## src/verilog/fep_pkg.sv

```systemverilog
/*
 * shared constants, types and encodings of the four-phase fetch/execute pipeline.
 * assumes one system clock with oscillator sources arriving as one-cycle tick enables.
 */
// ============================================================
// Contract
// - four non-overlapping phase clocks repeat in fixed order every instruction cycle.
// - pc increments at start of phase one; next word fetched during phase one.
// - decode and execute happen during phases two, three and four.
// - one pass through the four phases is exactly one instruction cycle.
// - fetch overlaps execution; ordinary instructions retire one per cycle.
// - any pc-changing instruction takes two instruction cycles.
// - branch: first cycle obtains target, second fetches it while flushing the prefetch.
// - an eight-bit alu performs arithmetic, logic, rotate, inc, dec, branch decisions; the skz decision tests acc == 0 in fep_pipe, not in the alu.
// - system clock selectable from crystal, fast rc or slow rc source.
// - a met skip discards the prefetched word and runs an idle cycle.
// - writing pc low byte branches within the current 256-word page, one idle cycle.
package fep_pkg;

	// ============================================================
	// widths
	localparam int FEP_PC_W_DEF = 11;
	localparam int FEP_PAGE_W   = 8;
	localparam int FEP_DATA_W   = 8;
	localparam int FEP_INSTR_W  = 16;

	// ============================================================
	// instruction fields
	localparam int FEP_OP_MSB  = 15;
	localparam int FEP_OP_LSB  = 12;
	localparam int FEP_FN_MSB  = 11;
	localparam int FEP_FN_LSB  = 8;
	localparam int FEP_IMM_MSB = 7;
	localparam int FEP_IMM_LSB = 0;

	localparam logic [3:0] FEP_OP_NOP  = 4'h0;
	localparam logic [3:0] FEP_OP_ALU  = 4'h1;
	localparam logic [3:0] FEP_OP_JMP  = 4'h2;
	localparam logic [3:0] FEP_OP_CALL = 4'h3;
	localparam logic [3:0] FEP_OP_SKZ  = 4'h4;
	localparam logic [3:0] FEP_OP_PCLW = 4'h5;

	typedef enum logic [3:0] {
		FEP_FN_ADD, FEP_FN_SUB, FEP_FN_AND, FEP_FN_OR, FEP_FN_XOR, FEP_FN_CPL,
		FEP_FN_RR, FEP_FN_RL, FEP_FN_INC, FEP_FN_DEC, FEP_FN_PASS
	} fep_alu_fn_type;

	// ============================================================
	// clock sources, phases, pipeline states
	typedef enum logic [1:0] {FEP_SRC_CRYSTAL, FEP_SRC_FAST_RC, FEP_SRC_SLOW_RC} fep_src_type;

	typedef struct packed {
		logic [2:0] decode_execute_phases;
		logic       phase_one_clock;
	} fep_phase_type;

	localparam logic [3:0] FEP_PH_RESET = 4'h1;

	typedef enum logic [1:0] {FEP_ST_FETCH_ONLY, FEP_ST_EXEC, FEP_ST_FLUSH, FEP_ST_IDLE} fep_state_type;

	typedef struct packed {
		logic retire;
		logic branch;
		logic skip_idle;
		logic carry;
		logic zero;
	} fep_status_type;

	localparam logic [FEP_DATA_W-1:0]  FEP_ACC_RESET   = 8'h00;
	localparam logic [FEP_INSTR_W-1:0] FEP_INSTR_RESET = 16'h0000;

endpackage

```

## src/verilog/fep_pipe.sv

```systemverilog
/*
 * four-phase fetch/execute pipeline controller with prefetch, branch flush and skip idle.
 * assumes program memory returns the word for pm_addr combinationally, sampled at the end of phase one.
 */
`timescale 1ns/100ps
module fep_pipe import fep_pkg::*; #(
	parameter int PC_W = FEP_PC_W_DEF
) (
	// clock and reset
	input  wire logic                   clk_sys,
	input  wire logic                   nrst,
	// oscillator tick enables and source select
	input  wire logic                   crystal_oscillator,
	input  wire logic                   fast_internal_rc,
	input  wire logic                   slow_internal_rc,
	input  wire fep_src_type            clk_src,
	// program memory
	output logic [PC_W-1:0]             pm_addr,
	output logic                        pm_rd,
	input  wire logic [FEP_INSTR_W-1:0] pm_data,
	// core state
	output fep_phase_type               phase,
	output logic [FEP_DATA_W-1:0]       acc,
	output fep_status_type              status
);

	// ============================================================
	// elaboration check
	if (PC_W <= FEP_PAGE_W || PC_W > FEP_OP_LSB) begin : g_bad_pc_w
		$error("PC_W must exceed the page width and fit the address field");
	end

	// ============================================================
	// system tick selection
	logic sys_tick;
	logic cyc_end;

	always_comb begin
		unique case (clk_src)
			FEP_SRC_CRYSTAL: sys_tick = crystal_oscillator;
			FEP_SRC_FAST_RC: sys_tick = fast_internal_rc;
			FEP_SRC_SLOW_RC: sys_tick = slow_internal_rc;
			default:         sys_tick = 1'b0;
		endcase
	end

	assign cyc_end = sys_tick & phase.decode_execute_phases[2];

	// ============================================================
	// phase generator
	always_ff @(posedge clk_sys or negedge nrst) begin
		if (!nrst) begin
			phase <= fep_phase_type'(FEP_PH_RESET);
		end else if (sys_tick) begin
			phase <= fep_phase_type'({phase[2:0], phase[3]});
		end
	end

	always_ff @(posedge clk_sys or negedge nrst) begin
		if (!nrst) begin
			pm_rd <= 1'b1;
		end else if (sys_tick) begin
			pm_rd <= phase[3];
		end
	end

	// ============================================================
	// decode of the executing word
	fep_state_type             state;
	logic [PC_W-1:0]           pc;
	logic [FEP_INSTR_W-1:0]    fetched;
	logic [FEP_INSTR_W-1:0]    ir;
	logic [3:0]                op;
	logic                      exec;
	logic                      is_alu;
	logic                      is_jmp;
	logic                      skip_met;
	logic                      is_pclw;
	logic                      redirect;
	logic [PC_W-1:0]           target;
	logic [PC_W-1:0]           next_pc;
	logic [PC_W-1:0]           next_addr;
	fep_state_type             next_state;
	logic [FEP_DATA_W-1:0]     alu_res;
	logic                      alu_carry;
	logic                      alu_zero;

	assign op       = ir[FEP_OP_MSB:FEP_OP_LSB];
	assign exec     = (state == FEP_ST_EXEC);
	assign is_alu   = exec && (op == FEP_OP_ALU);
	assign is_jmp   = exec && (op == FEP_OP_JMP || op == FEP_OP_CALL);
	assign is_pclw  = exec && (op == FEP_OP_PCLW);
	assign skip_met = exec && (op == FEP_OP_SKZ) && (acc == '0);
	assign redirect = is_jmp || is_pclw;

	always_comb begin
		if (is_pclw) begin
			target = {pm_addr[PC_W-1:FEP_PAGE_W], acc};
		end else begin
			target = ir[PC_W-1:0];
		end
		if (redirect) begin
			next_addr  = target;
			next_state = FEP_ST_FLUSH;
		end else begin
			next_addr  = pc;
			next_state = skip_met ? FEP_ST_IDLE : FEP_ST_EXEC;
		end
		next_pc = next_addr + {{(PC_W-1){1'b0}}, 1'b1};
	end

	fep_alu u_alu (
		.fn     (fep_alu_fn_type'(ir[FEP_FN_MSB:FEP_FN_LSB])),
		.a      (acc),
		.b      (ir[FEP_IMM_MSB:FEP_IMM_LSB]),
		.result (alu_res),
		.carry  (alu_carry),
		.zero   (alu_zero)
	);

	// ============================================================
	// fetch latch, end of phase one
	always_ff @(posedge clk_sys or negedge nrst) begin
		if (!nrst) begin
			fetched <= FEP_INSTR_RESET;
		end else if (sys_tick && phase.phase_one_clock) begin
			fetched <= pm_data;
		end
	end

	// ============================================================
	// cycle boundary: pc, fetch address, pipeline state
	always_ff @(posedge clk_sys or negedge nrst) begin
		if (!nrst) begin
			pc      <= {{(PC_W-1){1'b0}}, 1'b1};
			pm_addr <= '0;
			state   <= FEP_ST_FETCH_ONLY;
			ir      <= FEP_INSTR_RESET;
		end else if (cyc_end) begin
			pc      <= next_pc;
			pm_addr <= next_addr;
			state   <= next_state;
			ir      <= fetched;
		end
	end

	// ============================================================
	// execute write-back at the end of phase four
	always_ff @(posedge clk_sys or negedge nrst) begin
		if (!nrst) begin
			acc <= FEP_ACC_RESET;
		end else if (cyc_end && is_alu) begin
			acc <= alu_res;
		end
	end

	always_ff @(posedge clk_sys or negedge nrst) begin
		if (!nrst) begin
			status <= '0;
		end else begin
			status.retire    <= cyc_end && exec;
			status.branch    <= cyc_end && redirect;
			status.skip_idle <= cyc_end && skip_met;
			if (cyc_end && is_alu) begin
				status.carry <= alu_carry;
				status.zero  <= alu_zero;
			end
		end
	end
endmodule

```

## src/verilog/fep_alu.sv

```systemverilog
/*
 * eight-bit combinational alu of the core.
 * assumes operands are stable during the execute phases of the cycle.
 */
`timescale 1ns/100ps
module fep_alu import fep_pkg::*; (
	// operation
	input  wire fep_alu_fn_type        fn,
	// operands
	input  wire logic [FEP_DATA_W-1:0] a,
	input  wire logic [FEP_DATA_W-1:0] b,
	// result
	output logic [FEP_DATA_W-1:0]      result,
	output logic                       carry,
	output logic                       zero
);

	// ============================================================
	// datapath
	logic [FEP_DATA_W:0] wide;

	always_comb begin
		wide = {1'b0, a};
		unique case (fn)
			FEP_FN_ADD:  wide = {1'b0, a} + {1'b0, b};
			FEP_FN_SUB:  wide = {1'b0, a} - {1'b0, b};
			FEP_FN_AND:  wide = {1'b0, a & b};
			FEP_FN_OR:   wide = {1'b0, a | b};
			FEP_FN_XOR:  wide = {1'b0, a ^ b};
			FEP_FN_CPL:  wide = {1'b0, ~a};
			FEP_FN_RR:   wide = {a[0], a[0], a[FEP_DATA_W-1:1]};
			FEP_FN_RL:   wide = {a[FEP_DATA_W-1], a[FEP_DATA_W-2:0], a[FEP_DATA_W-1]};
			FEP_FN_INC:  wide = {1'b0, a} + 9'h001;
			FEP_FN_DEC:  wide = {1'b0, a} - 9'h001;
			FEP_FN_PASS: wide = {1'b0, b};
			default:     wide = {1'b0, a};
		endcase
		result = wide[FEP_DATA_W-1:0];
		carry  = wide[FEP_DATA_W];
		zero   = (wide[FEP_DATA_W-1:0] == '0);
	end

endmodule

```

## config.mk

```make
export PLATFORM = sky130hd
export DESIGN_NAME = fep_pipe
export DESIGN_NICKNAME = d
export VERILOG_FILES = /design/src/verilog/fep_pkg.sv /design/src/verilog/fep_pipe.sv /design/src/verilog/fep_alu.sv
export SDC_FILE = /design/constraint.sdc
export NUM_CORES = 1
export LEC_CHECK = 0
export ABC_AREA = 1
export BUFFER_PORTS_ARGS = -buffer_cell sky130_fd_sc_hd__buf_2
export CAP_MARGIN = 20
export CORE_MARGIN = 5
export CORE_UTILIZATION = 60
export CTS_CLUSTER_DIAMETER = 120
export DETAILED_ROUTE_END_ITERATION = 10
export MAX_ROUTING_LAYER = met4
export PLACE_DENSITY = 0.91
export SLEW_MARGIN = 20
export SYNTH_ARGS = -nofsm -noshare
export SYNTH_HDL_FRONTEND = slang
export SYNTH_SLANG_ARGS = --single-unit
```

## constraint.sdc

```tcl
create_clock -name clk_sys -period 4.8 [get_ports clk_sys]
set_input_delay 0.48 -clock clk_sys [delete_from_list [all_inputs] [get_ports clk_sys]]
set_output_delay 0.48 -clock clk_sys [all_outputs]
set_load 0.02 [all_outputs]
```

# After elaboration in Yosys (flattened, before gate mapping)
# Index checks and enable logic that the tools add are counted.
[totals]
ff_bits = 73
output_inout_bits = 29
elab_cells = 63
[classes]
add_sub_neg = 5
n_eq_ne = 18
muxes = 6
bitwise_logic = 5
n_reduce_logical = 16
[op_table]
columns = ["operator", "n"]
rows = [
  ["$pmux 9 s11", 1],
  ["$eq 4x3->1 const B", 6],
  ["$mux 11", 2],
  ["$eq 4x2->1 const B", 4],
  ["$logic_not 8->1", 2],
  ["$eq 4x4->1 const B", 3],
  ["$add 11x1->11 const B", 1],
  ["$logic_and 1x1->1", 10],
  ["$add 8x1->9 const B", 1],
  ["$add 8x8->9", 1],
  ["$sub 8x1->9 const B", 1],
  ["$sub 8x8->9", 1],
  ["$and 8x8->8", 1],
  ["$eq 4x1->1 const B", 2],
  ["$not 8->8", 1],
  ["$or 8x8->8", 1],
  ["$xor 8x8->8", 1],
  ["$eq 2x1->1 const B", 2],
  ["$logic_not 4->1", 1],
  ["$mux 2", 2],
  ["$pmux 1 s3", 1],
  ["$eq 2x2->1 const B", 1],
  ["$logic_not 2->1", 1],
  ["$logic_or 1x1->1", 2],
  ["$and 1x1->1", 1],
]

# Longest topological paths before layout
[depth]
word_depth = 6
mapped_depth = 22
ltp_nobuf = 22

# Modules after synthesis
# A second synthesis with hierarchy kept.
[hier_totals]
cells_unflattened = 723
area_unflattened_um2 = 5086.1
[by_module_without_submodules]
columns = ["module", "n_inst", "cells_per_inst", "area_each_um2"]
rows = [
  ["fep_pipe", 1, 382, 3430.8],
  ["fep_alu", 1, 341, 1655.3],
]

# Worst setup path before layout
# OpenSTA, ideal clock, no wires.
[synth_timing]
path_type = "reg2reg"
startpoint = "reg ir[1]"
endpoint = "reg status[0] (netlist bit)"
setup_ns = 0.117
arrival_time_ns = 2.409
required_time_ns = 4.683
setup_slack_ns = 2.274
stages_incl_launch_ff = 23
period_less_slack_ns = 2.526
path_cell_list = "dfrtp_1 -> inv_1 -> ha_1 -> inv_1 -> nor3_1 -> nand3_1 -> nand2_1 -> inv_1 -> o21ai_0 -> nand2_1 -> ha_1 -> nand2_1 -> inv_1 -> a21oi_1 -> nand2_1 -> nand2_1 -> nand3_1 -> nand2_1 -> nand2_1 -> nand2_1 -> nor2_1 -> nand3_1 -> nand2_1"
[synth_between]
elab_chain_len = 3
elab_cells_between_ends = 7
[synth_rtl]
columns = ["item", "line_no", "source"]
rows = [
  ["start: declaration", "fep_pipe.sv:72", "logic [FEP_INSTR_W-1:0] ir;"],
  ["start signal: assignment", "fep_pipe.sv:143", "ir <= fetched;"],
  ["$sub 8x8->9, or another cell as far along", "fep_alu.sv:26", "FEP_FN_SUB: wide = {1'b0, a} - {1'b0, b};"],
  ["$pmux 9 s11 (*)", "fep_alu.sv:24", "unique case (fn)"],
  ["$logic_not 8->1 (*)", "fep_alu.sv:40", "zero = (wide[FEP_DATA_W-1:0] == '0);"],
  ["end: declaration", "fep_pipe.sv:24", "output fep_status_type status"],
]
# Mark *: on every way between the ends. The rest lies on a longest branch, timed or not.
# A chain may end at the register's enable or synchronous reset.

# Worst setup path after layout
[layout_timing]
startpoint = "reg ir[2]"
endpoint = "reg status[1] (netlist bit)"
[layout_between]
elab_chain_len = 2
elab_cells_between_ends = 3
[layout_rtl]
columns = ["item", "line_no"]
rows = [
  ["$sub 8x8->9 / $add 8x8->9 (equally long branches)", "fep_alu.sv:26, fep_alu.sv:25"],
  ["$pmux 9 s11 (*)", "fep_alu.sv:24"],
]
# Marks and branches as above.

==> summary.txt <==
Floorplan
  – Die Width: 102 um
  – IO Pins: 52
  – Core ar.: 0.00822 sq mm
  – Die Y: about 100 um
  – Die Area: roughly 0.010 sq mm
  – Initial Util: between 60% and 70%
  – Row count: 33

Worst setup path
  – Family with the most delay on the worst path: simple AND/OR/NAND/NOR gates
  – Critical path data arrival time: 3.47 ns
  – Worst flop-to-flop path startpoint: ir[2]
  – CP max-delay cell: dfrtp_1
  – Worst path bufs/invs: 1
  – Worst setup SP type: flop
  – Required time of the critical path: approximately 5.1 ns
  – Flop-to-flop setup slack: about 1.6 ns
  – FF-to-FF path depth: 16
  – Crit end category: flop
  – Reg2reg end: status[1]
  – Crit-path cells: inv_1, nand3_1, nor2_1, nand2_1, nor3_1, xor2_1, o21ai_0, ha_1, nand2_1, or2_2, nand3_1, nand3b_1, nand3_1, nand3_1, nand2_1, nand2_1
  – Crit path largest cell delay: roughly 0.52 ns
  – CP max FO: 6
  – Crit path kind: reg2reg

Synth
  – Flops & latches, synth: 73
  – Syn nets: around 740
  – Post-synth cell types: 42
  – Avg Synthesized Cell Area: between 7 and 8 sq um
  – Synth Cell Area: slightly above 0.005 sq mm
  – Post-synth EDFFs: 0
  – Top post-synthesis cells by area: dfrtp_1 35%, nand2_1 18%, ha_1 6.5%, nand3_1 5.8%, inv_1 5.6%
  – Synth warn: 0
  – Ys flop type: dfrtp_1
  – Async set or reset register ratio after synthesis: 100%
  – Sequential cell area fraction in the yosys report: between 30% and 40%
  – Top cell type's share of synthesized area: a little over a third
  – Syn Inst Count: 693
  – Post-synth top area cell: dfrtp_1

Placement
  – Post-DP HPWL: just over 10,000 um
  – Worst slack, placed: 1.75 ns
  – Post-DP Area: 0.00533 sq mm
  – Global placement routability congestion: a little over 1
  – Port buffer count: 51

Power
  – Maximum vdd drop: roughly 0.00041 V
  – Design Power: approximately 3800 uW
  – P per Cell Area: a little under 700 mW/mm^2
  – Leak: about 0.0029 uW

Global routing
  – Pin count of the biggest net entering global routing: 42
  – Number of global-route vias before repair: around 4.8k
  – Overflow after GRT: 0
  – First-pass GRT wire length: around 23,000 um
  – Initial antenna violation count: 0
  – GRT Total Usage: around 29%

Timing
  – Period minus WS final: approximately 3.2 ns
  – Setup violations, final: 0
  – Fin. max-slew vios: 0
  – Peak Freq: ~310 MHz
  – Slew headroom: approximately half
  – Setup WS post-layout: about 1.6 ns
  – Final Hold Fails: 0
  – Worst clock skew: approximately 0.012 ns
  – Final period utilization: 66.2%
  – Setup TNS: 0 ns
  – Worst-margin pin slew: between 0.7 and 0.8 ns
  – RSZ-0062 raised after global routing: false

Clock tree
  – H-tree Lvls: 3
  – Clk sink count: 73
  – Worst-Skew Late Latency: around 0.35 ns
  – PostCTS Resize Cnt: 0
  – CTS tree: done
  – Total CTS buffers: 9
  – Clk slew on worst S/H paths: ~0.09 ns
  – # Post-CTS Setup Buffers: 0
  – Root Driver: clkbuf_8
  – Hold-fix buffers, CTS: 0
  – Clock buffer depth: 2

Detailed routing
  – Final wirelength: around 14,000 um
  – Vias: about 5k
  – Average wire per standard cell: around 16 um
  – Via density: 5.70
  – Initial DRT Pass Iterations: 5
  – Post-DRT Antenna Nets: 0
  – Initial DRC count: ~370
  – DR DRC count: 0

Run
  – Max-capacitance violation count: 0

Run status
  – Run status: complete, no violations

Layout
  – Multi-input logic area: about 0.0028 sq mm
  – N_diodes: 0
  – Fill count: about 690
  – Area Growth Syn to Fin: 9.31%
  – Most frequent cells in the layout: 238 x nand2_1, 75 x inv_1, 71 x dfrtp_1
  – Most common cell after layout, fill and taps aside: nand2_1
  – Final nets: 793
  – Final Util: 67.0%
  – Sequential Area: between 0.0015 and 0.002 sq mm
  – Share of cells above drive strength 1: between 15 and 20%
  – Post-route cell area: roughly 0.0055 sq mm

Hold path
  – Hold WC Path Type: in2async
[where the power goes]
group | internal, uW | switching [uW]
Sequential | 878 | 281
Clock | 192 | 255
Combinational | 747 | 1460
Total | 1820 | 2000
[Yosys cell counts (2+ instances only)]
cell type    n
nand2_1    238
inv_1       75
dfrtp_1     71
nand3_1     58
nor2_1      51
o21ai_0     50
ha_1        26
a21oi_1     14
mux2_2      14
nand3_2     10
nand2_2      9
buf_2        7
nor2_2       7
nand3b_1     5
inv_2        4
nand2_4      4
nand4_1      4
nor2_4       4
nor3_1       4
o21a_1       4
xor2_1       4
a31oi_1      3
buf_4        3
buf_6        2
dfstp_2      2
nand3_4      2
nor4_1       2
o21ai_2      2
[cells by family after synthesis]
family          share of synthesized area (%)
flops                                    36.3
xor+xnor                                0.869
fa+ha+maj                                6.85
buf+inv                                  8.29
compound gates                           8.67
mux                                      3.13
simple gates                             35.9
[how the worst max path moves through the flow]
stage / startpoint / end / cells past startpoint
finish: ir[2] / status[1] / 16
detailed placement: ir[2] / status[1] / 16
floorplan: ir[1] / status[0] / 22
CTS: ir[2] / status[1] / 16
global route: ir[11] / status[1] / 18
global placement: ir[2] / status[1] / 16
[sequential cells by signal, summed over array words and instances, names as in the netlist]
name,count
status,5
pm_rd,1
pm_addr,11
acc,8
phase,3
pc,11
fetched,16
ir,16
state,2
[area by class of cell]
| class | count | share of cell area, % |
|---|---|---|
| repair buffers | 54 | 5.04 |
| clock inverters | 7 | 0.977 |
| well taps | 105 | 2.39 |
| clock buffers | 9 | 2.25 |
| flip-flops and latches | 73 | 33.2 |
| inverters | 80 | 5.45 |
| multi-input cells | 525 | 50.7 |
[stage by stage]
step	std cells	hold slack [ns]
after floorplan	693	0.184
after global placement	837	0.461
after detailed placement	837	0.466
after CTS	853	0.183
after global routing	853	0.232
final	853	0.166
[metal layers]
layer	up-vias	wire, um	track usage, %
li1	2322	-	-
met1	2247	5600	36.0
met2	244	6520	48.9
met3	46	1170	5.10
met4	0	420	10.0
met5	-	0	-
(Power assumes the default switching activity.)
